**src/design/pwg_pkg.sv**
```systemverilog
// constants and types for the privilege write gate block
// assumes one core clock, synchronous active-high reset

package pwg_pkg;

	// ---------------------------------------------------------------
	// widths
	// ---------------------------------------------------------------
	localparam int XLEN = 64;
	localparam int CLEN = 32;
	localparam int IDXW = 5;
	localparam int WORDS = 32;
	localparam int PAIRS = 4;

	// ---------------------------------------------------------------
	// exception levels
	// ---------------------------------------------------------------
	localparam logic [1:0] EL0 = 2'h0;
	localparam logic [1:0] EL1 = 2'h1;
	localparam logic [1:0] EL2 = 2'h2;
	localparam logic [1:0] EL3 = 2'h3;

	// ---------------------------------------------------------------
	// aux control field positions
	// ---------------------------------------------------------------
	localparam int TRAP_ACTIVITY_MONITORS = 30;
	localparam int CLUSTER_PERFMON_WRITE_ENABLE = 12;
	localparam int SCHEME_REGS_WRITE_ENABLE = 11;
	localparam int THREAD_SCHEME_ID_WRITE_ENABLE = 10;
	localparam int POWER_REGS_WRITE_ENABLE = 7;
	localparam int FAULT_INJECTION_WRITE_ENABLE = 5;
	localparam int EXTENDED_CONTROL_WRITE_ENABLE = 1;
	localparam int AUX_CONTROL_WRITE_ENABLE = 0;

	// writable bits, everything else is reserved and reads zero
	localparam logic [63:0] AUX2_WMASK = 64'h0000_0000_4000_1CA3;
	localparam logic [63:0] AUX3_WMASK = 64'h0000_0000_4000_1C80;
	localparam logic [63:0] AUX_RESET = 64'h0000_0000_0000_0000;
	localparam logic [31:0] CL_RESET = 32'h0000_0000;

	// ---------------------------------------------------------------
	// system register encodings
	// ---------------------------------------------------------------
	localparam logic [1:0] OP0_SYS = 2'h3;
	localparam logic [2:0] OP1_AUX1 = 3'h0;
	localparam logic [2:0] OP1_AUX2 = 3'h4;
	localparam logic [2:0] OP1_AUX3 = 3'h6;
	localparam logic [3:0] CRN_AUX = 4'h1;
	localparam logic [3:0] CRM_AUX = 4'h0;
	localparam logic [2:0] OP2_AUX = 3'h1;
	localparam logic [2:0] OP1_CLUSTER = 3'h0;
	localparam logic [3:0] CRN_CLUSTER = 4'hF;
	localparam logic [3:0] CRM_C3 = 4'h3;
	localparam logic [3:0] CRM_C4 = 4'h4;
	localparam logic [3:0] CRM_C5 = 4'h5;
	localparam logic [3:0] CRM_C6 = 4'h6;
	localparam logic [1:0] CRM_ADJ = 2'h1;

	// c5 perfmon slots
	localparam logic [2:0] PM_CONTROL = 3'h0;
	localparam logic [2:0] PM_CNTEN_SET = 3'h1;
	localparam logic [2:0] PM_CNTEN_CLR = 3'h2;
	localparam logic [2:0] PM_OVS_SET = 3'h3;
	localparam logic [2:0] PM_OVS_CLR = 3'h4;
	localparam logic [2:0] PM_SELECT = 3'h5;
	localparam logic [2:0] PM_INTEN_SET = 3'h6;
	localparam logic [2:0] PM_INTEN_CLR = 3'h7;
	// c6 perfmon slots
	localparam logic [2:0] PM_EVTYPE = 3'h1;
	localparam logic [2:0] PM_EVCOUNT = 3'h2;
	localparam logic [2:0] PM_RAZ = 3'h3;
	localparam logic [2:0] PM_CEID0 = 3'h4;
	localparam logic [2:0] PM_CEID1 = 3'h5;
	localparam logic [2:0] PM_CLAIM_SET = 3'h6;
	localparam logic [2:0] PM_CLAIM_CLR = 3'h7;

	// set/clear pair slots in the pair state array
	localparam logic [1:0] PAIR_CNTEN = 2'h0;
	localparam logic [1:0] PAIR_OVS = 2'h1;
	localparam logic [1:0] PAIR_INTEN = 2'h2;
	localparam logic [1:0] PAIR_CLAIM = 2'h3;

	// write-gate groups of the gated registers
	typedef enum logic [2:0] {
		GRP_NONE = 3'h0,
		GRP_AUX = 3'h1,
		GRP_EXT = 3'h2,
		GRP_PWR = 3'h3,
		GRP_PFG = 3'h4,
		GRP_TSID = 3'h5,
		GRP_SCHEME = 3'h6,
		GRP_PMU = 3'h7
	} pwg_group_t;

endpackage

```
**src/design/pwg_mem_if.sv**
```systemverilog
// carrier between the gate controller and its cluster register store
// assumes both ends sit on core_clk

`timescale 1ns/1ps

interface pwg_mem_if;
	logic wr_en;
	logic [4:0] wr_idx;
	logic [31:0] wr_data;
	logic [4:0] rd_idx;
	logic [31:0] rd_data;

	modport ctrl (output wr_en, output wr_idx, output wr_data, output rd_idx, input rd_data);
	modport store (input wr_en, input wr_idx, input wr_data, input rd_idx, output rd_data);
endinterface

```
**src/design/pwg_cluster_mem.sv**
```systemverilog
// storage for the 32-bit cluster registers at c15, c3 to c6
// assumes at most one write and one read per cycle; read data registered

`timescale 1ns/1ps

module pwg_cluster_mem (
	input wire logic core_clk,
	input wire logic srst,
	pwg_mem_if.store mem
);
	import pwg_pkg::*;

	logic [CLEN-1:0] word_ff [WORDS];

	// ---------------------------------------------------------------
	// store
	// ---------------------------------------------------------------
	// flop array so every word has a known value after reset
	always_ff @(posedge core_clk) begin
		if (srst) begin
			for (int i = 0; i < WORDS; i++) begin
				word_ff[i] <= CL_RESET;
			end
		end else if (mem.wr_en) begin
			word_ff[mem.wr_idx] <= mem.wr_data;
		end
	end

	// registered read port, old data on same-word collision
	always_ff @(posedge core_clk) begin
		if (srst) begin
			mem.rd_data <= CL_RESET;
		end else begin
			mem.rd_data <= word_ff[mem.rd_idx];
		end
	end
endmodule

```
**src/design/pwg_ctrl.sv**
```systemverilog
// privilege write gate: aux control registers and the gate they steer
// assumes one request per cycle from the core's system register path

`timescale 1ns/1ps

module pwg_ctrl (
	input wire logic core_clk,
	input wire logic srst,
	input wire logic req_valid,
	input wire logic req_write,
	input wire logic [1:0] req_el,
	input wire logic req_secure,
	input wire logic [1:0] req_op0,
	input wire logic [2:0] req_op1,
	input wire logic [3:0] req_crn,
	input wire logic [3:0] req_crm,
	input wire logic [2:0] req_op2,
	input wire logic [63:0] req_wdata,
	input wire logic req_monitor,
	input wire pwg_pkg::pwg_group_t req_core_grp,
	output logic resp_valid_ff,
	output logic [63:0] resp_rdata_ff,
	output logic resp_trap_ff,
	output logic [1:0] resp_trap_el_ff,
	output logic [63:0] aux_control_level2_ff,
	output logic [63:0] aux_control_level3_ff
);
	import pwg_pkg::*;

	// ---------------------------------------------------------------
	// declarations
	// ---------------------------------------------------------------
	pwg_mem_if mem ();

	logic is_aux1;
	logic is_aux2;
	logic is_aux3;
	logic is_cluster;
	logic [IDXW-1:0] cl_idx;
	pwg_group_t grp;
	logic cl_store;
	logic cl_pair;
	logic cl_pair_set;
	logic [1:0] cl_pair_sel;
	logic en2;
	logic en3;
	logic deny;
	logic [1:0] deny_el;
	logic wr_ok;
	logic [XLEN-1:0] local_rd;
	logic from_mem;

	logic [CLEN-1:0] pair_ff [PAIRS];
	logic p_valid_ff;
	logic p_mem_ff;
	logic p_trap_ff;
	logic [1:0] p_trap_el_ff;
	logic [XLEN-1:0] p_local_ff;

	// ---------------------------------------------------------------
	// encoding decode
	// ---------------------------------------------------------------
	// aux control registers by op1 selecting the owning level
	always_comb begin
		is_aux1 = 1'b0;
		is_aux2 = 1'b0;
		is_aux3 = 1'b0;
		if (req_op0 == OP0_SYS && req_crn == CRN_AUX && req_crm == CRM_AUX
				&& req_op2 == OP2_AUX) begin
			is_aux1 = (req_op1 == OP1_AUX1);
			is_aux2 = (req_op1 == OP1_AUX2);
			is_aux3 = (req_op1 == OP1_AUX3);
		end
	end

	// cluster window c15, c3 to c6; index packs crm offset with op2
	assign is_cluster = req_op0 == OP0_SYS && req_op1 == OP1_CLUSTER
		&& req_crn == CRN_CLUSTER && req_crm >= CRM_C3 && req_crm <= CRM_C6;
	assign cl_idx = {2'(req_crm[1:0] + CRM_ADJ), req_op2};

	// group, storage kind and pair mapping of each cluster slot
	always_comb begin
		grp = req_core_grp;
		cl_store = 1'b0;
		cl_pair = 1'b0;
		cl_pair_set = 1'b0;
		cl_pair_sel = PAIR_CNTEN;
		if (is_cluster) begin
			grp = GRP_NONE;
			case (req_crm)
				CRM_C3: begin
					// op2 0..2 are read-only identification words
					case (req_op2)
						3'h3: grp = GRP_AUX;
						3'h4: grp = GRP_EXT;
						3'h5, 3'h6, 3'h7: grp = GRP_PWR;
						default: grp = GRP_NONE;
					endcase
					cl_store = (grp != GRP_NONE);
				end
				CRM_C4: begin
					case (req_op2)
						3'h0: grp = GRP_TSID;
						3'h5, 3'h6: grp = GRP_PWR;
						default: grp = GRP_SCHEME;
					endcase
					cl_store = 1'b1;
				end
				CRM_C5: begin
					grp = GRP_PMU;
					case (req_op2)
						PM_CNTEN_SET, PM_CNTEN_CLR: cl_pair_sel = PAIR_CNTEN;
						PM_OVS_SET, PM_OVS_CLR: cl_pair_sel = PAIR_OVS;
						PM_INTEN_SET, PM_INTEN_CLR: cl_pair_sel = PAIR_INTEN;
						default: cl_pair_sel = PAIR_CNTEN;
					endcase
					cl_pair = req_op2 != PM_CONTROL && req_op2 != PM_SELECT;
					cl_pair_set = req_op2 == PM_CNTEN_SET || req_op2 == PM_OVS_SET
						|| req_op2 == PM_INTEN_SET;
					cl_store = !cl_pair;
				end
				default: begin
					grp = GRP_PMU;
					cl_pair_sel = PAIR_CLAIM;
					cl_pair = req_op2 == PM_CLAIM_SET || req_op2 == PM_CLAIM_CLR;
					cl_pair_set = req_op2 == PM_CLAIM_SET;
					// slot 3 reads zero, id words are read-only
					cl_store = req_op2 == PM_EVTYPE || req_op2 == PM_EVCOUNT;
				end
			endcase
		end
	end

	// ---------------------------------------------------------------
	// enable selection
	// ---------------------------------------------------------------
	// level-3 lower enables are not held, so those groups pass level 3
	always_comb begin
		en2 = 1'b1;
		en3 = 1'b1;
		case (grp)
			GRP_PMU: begin
				en2 = aux_control_level2_ff[CLUSTER_PERFMON_WRITE_ENABLE];
				en3 = aux_control_level3_ff[CLUSTER_PERFMON_WRITE_ENABLE];
			end
			GRP_SCHEME: begin
				en2 = aux_control_level2_ff[SCHEME_REGS_WRITE_ENABLE];
				en3 = aux_control_level3_ff[SCHEME_REGS_WRITE_ENABLE];
			end
			GRP_TSID: begin
				en2 = aux_control_level2_ff[THREAD_SCHEME_ID_WRITE_ENABLE];
				en3 = aux_control_level3_ff[THREAD_SCHEME_ID_WRITE_ENABLE];
			end
			GRP_PWR: begin
				en2 = aux_control_level2_ff[POWER_REGS_WRITE_ENABLE];
				en3 = aux_control_level3_ff[POWER_REGS_WRITE_ENABLE];
			end
			GRP_PFG: en2 = aux_control_level2_ff[FAULT_INJECTION_WRITE_ENABLE];
			GRP_EXT: en2 = aux_control_level2_ff[EXTENDED_CONTROL_WRITE_ENABLE];
			GRP_AUX: en2 = aux_control_level2_ff[AUX_CONTROL_WRITE_ENABLE];
			default: begin
				en2 = 1'b1;
				en3 = 1'b1;
			end
		endcase
	end

	// ---------------------------------------------------------------
	// permission and trap target
	// ---------------------------------------------------------------
	// the lowest level whose check fails takes the exception, so a
	// hypervisor sees its own denial before the monitor does
	always_comb begin
		deny = 1'b0;
		deny_el = EL1;
		if (req_monitor) begin
			if (req_el < EL2 && aux_control_level2_ff[TRAP_ACTIVITY_MONITORS]) begin
				deny = 1'b1;
				deny_el = EL2;
			end else if (req_el < EL3 && aux_control_level3_ff[TRAP_ACTIVITY_MONITORS]) begin
				deny = 1'b1;
				deny_el = EL3;
			end
		end else if (is_aux2 || is_aux3) begin
			// owner level and above only; lower levels see undefined
			if (req_el < (is_aux3 ? EL3 : EL2)) begin
				deny = 1'b1;
				deny_el = (req_el == EL0) ? EL1 : req_el;
			end
		end else if (is_aux1) begin
			deny = (req_el == EL0);
			deny_el = EL1;
		end else if (is_cluster || grp != GRP_NONE) begin
			if (req_el == EL0) begin
				deny = 1'b1;
				deny_el = EL1;
			end else if (req_write && req_el == EL1 && !req_secure && !en2) begin
				deny = 1'b1;
				deny_el = EL2;
			end else if (req_write && req_el != EL3 && !en3) begin
				deny = 1'b1;
				deny_el = EL3;
			end
		end else begin
			// unmapped encoding: undefined at the requesting level
			deny = 1'b1;
			deny_el = (req_el == EL0) ? EL1 : req_el;
		end
	end

	// monitor accesses land outside this block, so no local state may move
	assign wr_ok = req_valid && req_write && !deny && !req_monitor;

	// ---------------------------------------------------------------
	// aux control registers
	// ---------------------------------------------------------------
	// masked store keeps reserved bits at zero whatever is written
	always_ff @(posedge core_clk) begin
		if (srst) begin
			aux_control_level2_ff <= AUX_RESET;
		end else if (wr_ok && is_aux2) begin
			aux_control_level2_ff <= req_wdata & AUX2_WMASK;
		end
	end

	always_ff @(posedge core_clk) begin
		if (srst) begin
			aux_control_level3_ff <= AUX_RESET;
		end else if (wr_ok && is_aux3) begin
			aux_control_level3_ff <= req_wdata & AUX3_WMASK;
		end
	end

	// ---------------------------------------------------------------
	// set/clear pair state
	// ---------------------------------------------------------------
	// ones act, zeros leave bits alone; a blocked write never lands
	always_ff @(posedge core_clk) begin
		if (srst) begin
			for (int i = 0; i < PAIRS; i++) begin
				pair_ff[i] <= CL_RESET;
			end
		end else if (wr_ok && is_cluster && cl_pair) begin
			if (cl_pair_set) begin
				pair_ff[cl_pair_sel] <= pair_ff[cl_pair_sel] | req_wdata[CLEN-1:0];
			end else begin
				pair_ff[cl_pair_sel] <= pair_ff[cl_pair_sel] & ~req_wdata[CLEN-1:0];
			end
		end
	end

	// ---------------------------------------------------------------
	// cluster register store
	// ---------------------------------------------------------------
	// read is issued every cycle; only reads of stored slots use it
	assign mem.wr_en = wr_ok && is_cluster && cl_store;
	assign mem.wr_idx = cl_idx;
	assign mem.wr_data = req_wdata[CLEN-1:0];
	assign mem.rd_idx = cl_idx;

	pwg_cluster_mem u_store (
		.core_clk(core_clk),
		.srst(srst),
		.mem(mem)
	);

	// ---------------------------------------------------------------
	// read data from local state
	// ---------------------------------------------------------------
	always_comb begin
		local_rd = AUX_RESET;
		from_mem = 1'b0;
		if (is_aux2) begin
			local_rd = aux_control_level2_ff;
		end else if (is_aux3) begin
			local_rd = aux_control_level3_ff;
		end else if (is_aux1) begin
			local_rd = AUX_RESET;
		end else if (is_cluster && cl_pair) begin
			local_rd = {{(XLEN-CLEN){1'b0}}, pair_ff[cl_pair_sel]};
		end else if (is_cluster && cl_store) begin
			from_mem = 1'b1;
		end
	end

	// ---------------------------------------------------------------
	// pipeline stage, aligned with the store's read register
	// ---------------------------------------------------------------
	always_ff @(posedge core_clk) begin
		if (srst) begin
			p_valid_ff <= 1'b0;
			p_mem_ff <= 1'b0;
			p_trap_ff <= 1'b0;
			p_trap_el_ff <= EL1;
			p_local_ff <= AUX_RESET;
		end else begin
			p_valid_ff <= req_valid;
			p_mem_ff <= from_mem && !deny;
			p_trap_ff <= req_valid && deny;
			p_trap_el_ff <= deny_el;
			p_local_ff <= deny ? AUX_RESET : local_rd;
		end
	end

	// ---------------------------------------------------------------
	// response
	// ---------------------------------------------------------------
	// trapped accesses return zero so nothing leaks to a lower level
	always_ff @(posedge core_clk) begin
		if (srst) begin
			resp_valid_ff <= 1'b0;
			resp_rdata_ff <= AUX_RESET;
			resp_trap_ff <= 1'b0;
			resp_trap_el_ff <= EL1;
		end else begin
			resp_valid_ff <= p_valid_ff;
			resp_trap_ff <= p_trap_ff;
			resp_trap_el_ff <= p_trap_el_ff;
			if (p_mem_ff) begin
				resp_rdata_ff <= {{(XLEN-CLEN){1'b0}}, mem.rd_data};
			end else begin
				resp_rdata_ff <= p_local_ff;
			end
		end
	end
endmodule

```
**config.mk**
```make
export PLATFORM = sky130hd
export DESIGN_NAME = pwg_ctrl
export DESIGN_NICKNAME = d
export VERILOG_FILES = /design/src/design/pwg_pkg.sv /design/src/design/pwg_mem_if.sv /design/src/design/pwg_cluster_mem.sv /design/src/design/pwg_ctrl.sv
export SDC_FILE = /design/constraint.sdc
export NUM_CORES = 2
export LEC_CHECK = 0
export BUFFER_PORTS_ARGS = -buffer_cell sky130_fd_sc_hd__buf_4
export CAP_MARGIN = 20
export CORE_MARGIN = 2
export CORE_UTILIZATION = 45
export DETAILED_ROUTE_END_ITERATION = 16
export SLEW_MARGIN = 15
export SYNTH_ARGS = -nofsm -noshare
export SYNTH_HDL_FRONTEND = slang
export SYNTH_HIERARCHICAL = 1
export SYNTH_SLANG_ARGS = --single-unit
export TNS_END_PERCENT = 5
```
**constraint.sdc**
```tcl
create_clock -name core_clk -period 17.2 [get_ports core_clk]
set_input_delay 3.44 -clock core_clk [delete_from_list [all_inputs] [get_ports core_clk]]
set_output_delay 3.44 -clock core_clk [all_outputs]
set_load 0.05 [all_outputs]
```
== Yosys cells after proc, flatten, opt, wreduce, memory -nomap -nowiden ==
Memory sizes are Yosys's and may differ from the RTL's. A register that Yosys moved wholly into a read port is not among the register bits.
Cells that the tools add are included.
Word-level totals
  output and inout bits: 196
  input port bits: 91
  memory bits (writable): 1152
  word-level logic and storage cells: 177
  memories kept: 2
  flip-flop bits (word level): 86
Operators by class
  eq/ne operators: 25
  bitwise logic cells: 5
  multiplexer cells: 72
  reduce and logical (&&, ||, !) cells: 55
  $lt $le $gt $ge: 5
  add/sub/neg operators: 1
Memories
  u_store.word_ff: words 32, bits a word 32, read ports 1, clocked after Yosys merged registers in 1, wr ports 32, RTL line pwg_cluster_mem.sv:13  | logic [CLEN-1:0] word_ff [WORDS];
  pair_ff: words 4, bits a word 32, read ports 1, clocked after Yosys merged registers in 0, wr ports 4, RTL line pwg_ctrl.sv:53  | logic [CLEN-1:0] pair_ff [PAIRS];
Operator list (number)
  $mux 32: 4
  $mux 31: 4
  $reduce_or 32->1: 2
  $mux 1: 37
  $and 32x32->32: 1
  $not 32->32: 1
  $or 32x32->32: 1
  $eq 3x3->1 const B: 10
  $logic_and 1x1->1: 27
  $mux 2: 13
  $eq 3x2->1 const B: 4
  $pmux 3 s2: 2
  $reduce_or 2->1: 5
  $mux 3: 3
  $reduce_bool 3->1: 3
  $eq 4x3->1 const B: 2
  $pmux 2 s2: 2
  $pmux 1 s7: 1
  $eq 3x1->1 const B: 2
  $logic_not 1->1: 6
  $logic_not 3->1: 2
  $logic_or 1x1->1: 6
  $pmux 2 s3: 1
  $reduce_or 6->1: 1
  other kinds (21): 23

== Longest topological paths before layout ==
  depth in word-level cells: 30
  mapped depth: 18
  depth with buffers taken out: 15

== Cells and area by module ==
The synthesis kept the hierarchy.
Modules (own cells, without submodules)
  pwg_cluster_mem: cells each 2984, area an instance 47317.9 sq um, sequential area each 31390.1 sq um, times used 1
  pwg_ctrl: cells each 1054, area an instance 10861.7 sq um, sequential area each 5565.3 sq um, times used 1

== Worst setup path before layout ==
No wires, ideal clock.
  path type: in2reg
  start: input req_crm[0]
  end: memory pair_ff[3][0] (enable)
  stages on the path: 12
  arrival: 7.602 ns
  setup slack: 9.133 ns
  path through: inv_1 ha_1 nand2_1 a21oi_4 nand4_1 o31ai_1 o221ai_1 nand4_1 a41o_1 buf_6 nand2_1 o21ai_0
RTL lines
  start, declared: RTL line pwg_ctrl.sv:16  | input wire logic [3:0] req_crm,
  end, declared: RTL line pwg_ctrl.sv:53

==> impl_metrics.tcl <==
set metrics [dict create \
    outcome "completed" \
    cts_made_buffers 135 \
    hold_buffers 0 \
    synth_edf_count 1152 \
    fmax_mhz 102.5 \
    grt_use_total_pct 24.25 \
    yosysWarningCount 6 \
    dp.cells 5578 \
    gp_congestion 0.8951 \
    peakVddDrop_mv 0.09359 \
    synthMostInstantiatedCell "edfxtp_1" \
    fill_cells 10780 \
    final_util_pct 49.83 \
    syn_inst 4038 \
    end_kind "flop" \
    yosys.area.top_type "edfxtp_1" \
    io_buffer_count 107 \
    fin_skew_ps 18.47 \
    post_cts_buffers 0 \
    crit_fanout 32 \
    hold_viol 0 \
    synth_seq_area_share_pct 63.52 \
    die-area_mm2 0.1322 \
    stdcell_count 5838 \
    total_power_mw 6.955 \
    relSlewSlack_pct 24.23 \
    dp_hpwl_mm 88.17 \
    grt_overflow 0 \
    dieWidth_um 363.6 \
    worst_slew_pin_slew_ps 1136 \
    rows 131 \
    drc 0 \
    drive_gt1_share_pct 17.43 \
    clockRootBuffer "clkbuf_16" \
    leakage_nw 22.56 \
    cts_sinks 1270 \
    first_pass_iters 8 \
    critPathLaunchType "input port" \
    die_h_um 363.6 \
    powerDensity_mw_per_mm2 109.0 \
    period_needed_ps 9756 \
    hold_slack_ps 412.6 \
    grt_pass1_wl_mm 228.6 \
    coreArea_mm2 0.1280 \
    synth.distinct_cells 83 \
    cts_resized 0 \
    synth_ff_type "edfxtp_1" \
    yosys-top-cells-area "edfxtp_1 59%, and2_1 11%, mux4_2 8.3%" \
    start_util_pct 45.45 \
    crit_arrival_ps 10120 \
    rsz0062_at_grt "no" \
    io_pins 287 \
    crit_required_ps 17560 \
    ctsHtreeMaxLevel 4 \
    synthTopCellsByCount "1152 x edfxtp_1, 1029 x and2_1, 239 x clkbuf_1" \
    drtIter0Drc 3370 \
    clock_latency_ps 760 \
    synth_top_area_share_pct 59.46 \
    antenna_found_initial 20 \
    first_global_vias 32090 \
    drtAntennaViolNets 0 \
    tns_ps 0 \
    clk_pin_slew_worst_paths_ps 60 \
    min_period_over_period_pct 56.72 \
    wl_per_cell_um 27.51 \
    async_flop_share_pct 0 \
    cts_tree "done" \
    drv_slew 0 \
    area_growth_pct 9.645 \
    vias 32500 \
    critPathKind "input port to flop" \
    hp-class "flop to flop" \
    grt_max_degree 89 \
    clock_path_buffers 3 \
    ys_seq_elements 1270 \
    syn_avg_cell_area_um2 14.41 \
    via_per_inst 5.567 \
    setup_violations 0 \
    routed_wl_mm 160.6 \
    max_cap_violations 0 \
    syn_area_mm2 0.05818 \
    nNetsFinal 4082 \
]
## layer usage
metal	share of wire [%]	vias up	global-route usage [%]	routed length, µm
met1	42	16770	33.33	67860
met4	3.7	2	10.23	5881
li1	-	14270	-	-
met2	48	1237	38.52	76330
met5	0.0075	-	0	12
met3	6.5	219	3.799	10500
## cell type report
type                            instances  area [µm²]  share of cell area (%)
Antenna cell                           18       45.04                 0.07061
Clock buffer                          171        3691                   5.786
Clock inverter                         70       650.6                   1.020
Inverter                               13       50.05                 0.07846
Multi-Input combinational cell       2399       18920                   29.65
Sequential cell                      1270       36960                   57.93
Tap cell                             1729        2163                   3.391
Timing Repair Buffer                  168        1318                   2.065
## critical path: stages
cell	delay (ps)
buf_4	130
inv_2	400
ha_1	370
nand2_1	190
a21oi_4	260
nand4_1	200
o31ai_1	410
o221ai_1	200
nand4_1	160
a41o_1	620
nand2_1	220
nor2_1	500
nand4bb_1	780
nor2_2	860
buf_4	410
or2_2	880
## logic make-up after synthesis
logic type	count (synthesis)	synth area share, %
fa+ha+maj	4	0.08603
mux	458	12.88
xor+xnor	1	0.01506
compound gates	250	3.181
flops	1270	63.52
simple gates	1539	15.22
buf+inv	515	5.097
other cells	1	0.006446
## worst paths after layout
| kind | end | startpoint | slack, ps | depth (start not counted) |
|---|---|---|---|---|
| worst min-delay path | resp_trap_el_ff[0] | p_trap_el_ff[0] | 410 | 1 |
| worst min register to register | resp_trap_el_ff[0] | p_trap_el_ff[0] | 410 | 1 |
| worst max-delay path | u_store/word_ff[6][27] | req_crm[0] | 7440 | 16 |
| worst max register to register | u_store/word_ff[6][27] | aux_control_level2_ff[1] | 11180 | 11 |
## metrics by stage
stage / setup slack [ps] / cell area (µm²)
2_1_floorplan: 9133 / 58730
3_3_place_gp: 6784 / 59380
3_5_place_dp: 6779 / 59380
4_1_cts: 7562 / 63730
5_1_grt: 7193 / 63760
6_report: 7444 / 63790
## flip-flops by register name, summed over array words and instances (netlist names)
signal,count
p_local_ff,32
resp_rdata_ff,32
resp_trap_ff,1
resp_valid_ff,1
p_valid_ff,1
p_trap_el_ff,2
p_mem_ff,1
resp_trap_el_ff,2
aux_control_level3_ff,5
pair_ff,128
p_trap_ff,1
u_store/mem.rd_data,32
u_store/word_ff,1024
aux_control_level2_ff,8
## placed cells by master (no fill, tap or decap), types with 7 or more instances in the layout
| cell type | netlist | layout |
|---|---|---|
| mux2i_1 | 179 | 179 |
| clkbuf_1 | 239 | 25 |
| mux4_2 | 214 | 214 |
| clkinv_2 | 0 | 23 |
| edfxtp_1 | 1152 | 1152 |
| bufinv_16 | 0 | 11 |
| clkbuf_16 | 0 | 141 |
| and3_1 | 14 | 14 |
| buf_4 | 170 | 162 |
| o21ai_0 | 55 | 54 |
| and2_1 | 1029 | 1029 |
| mux2_1 | 16 | 16 |
| a221o_1 | 32 | 32 |
| a221oi_1 | 25 | 25 |
| nor2_1 | 238 | 204 |
| o21ai_1 | 14 | 14 |
| conb_1 | 1 | 147 |
| mux4_1 | 10 | 10 |
| or2_2 | 34 | 34 |
| a31oi_1 | 32 | 32 |
| clkinv_1 | 0 | 26 |
| nand3_1 | 45 | 45 |
| o2111ai_1 | 9 | 9 |
| dfxtp_1 | 118 | 117 |
| diode_2 | 0 | 18 |
| nor2b_1 | 12 | 10 |
| mux2_2 | 39 | 39 |
| nand2_1 | 112 | 111 |
| inv_1 | 13 | 11 |
| a22oi_1 | 33 | 33 |
| a21oi_1 | 14 | 14 |
| inv_6 | 0 | 7 |
| nor2_2 | 2 | 36 |
## power by group
group / internal (mW) / switching (mW)
Sequential: 3.50 / 0.0366
Combinational: 0.152 / 0.385
Clock: 1.68 / 1.20
No activity file was read; power rests on OpenSTA's default activity.
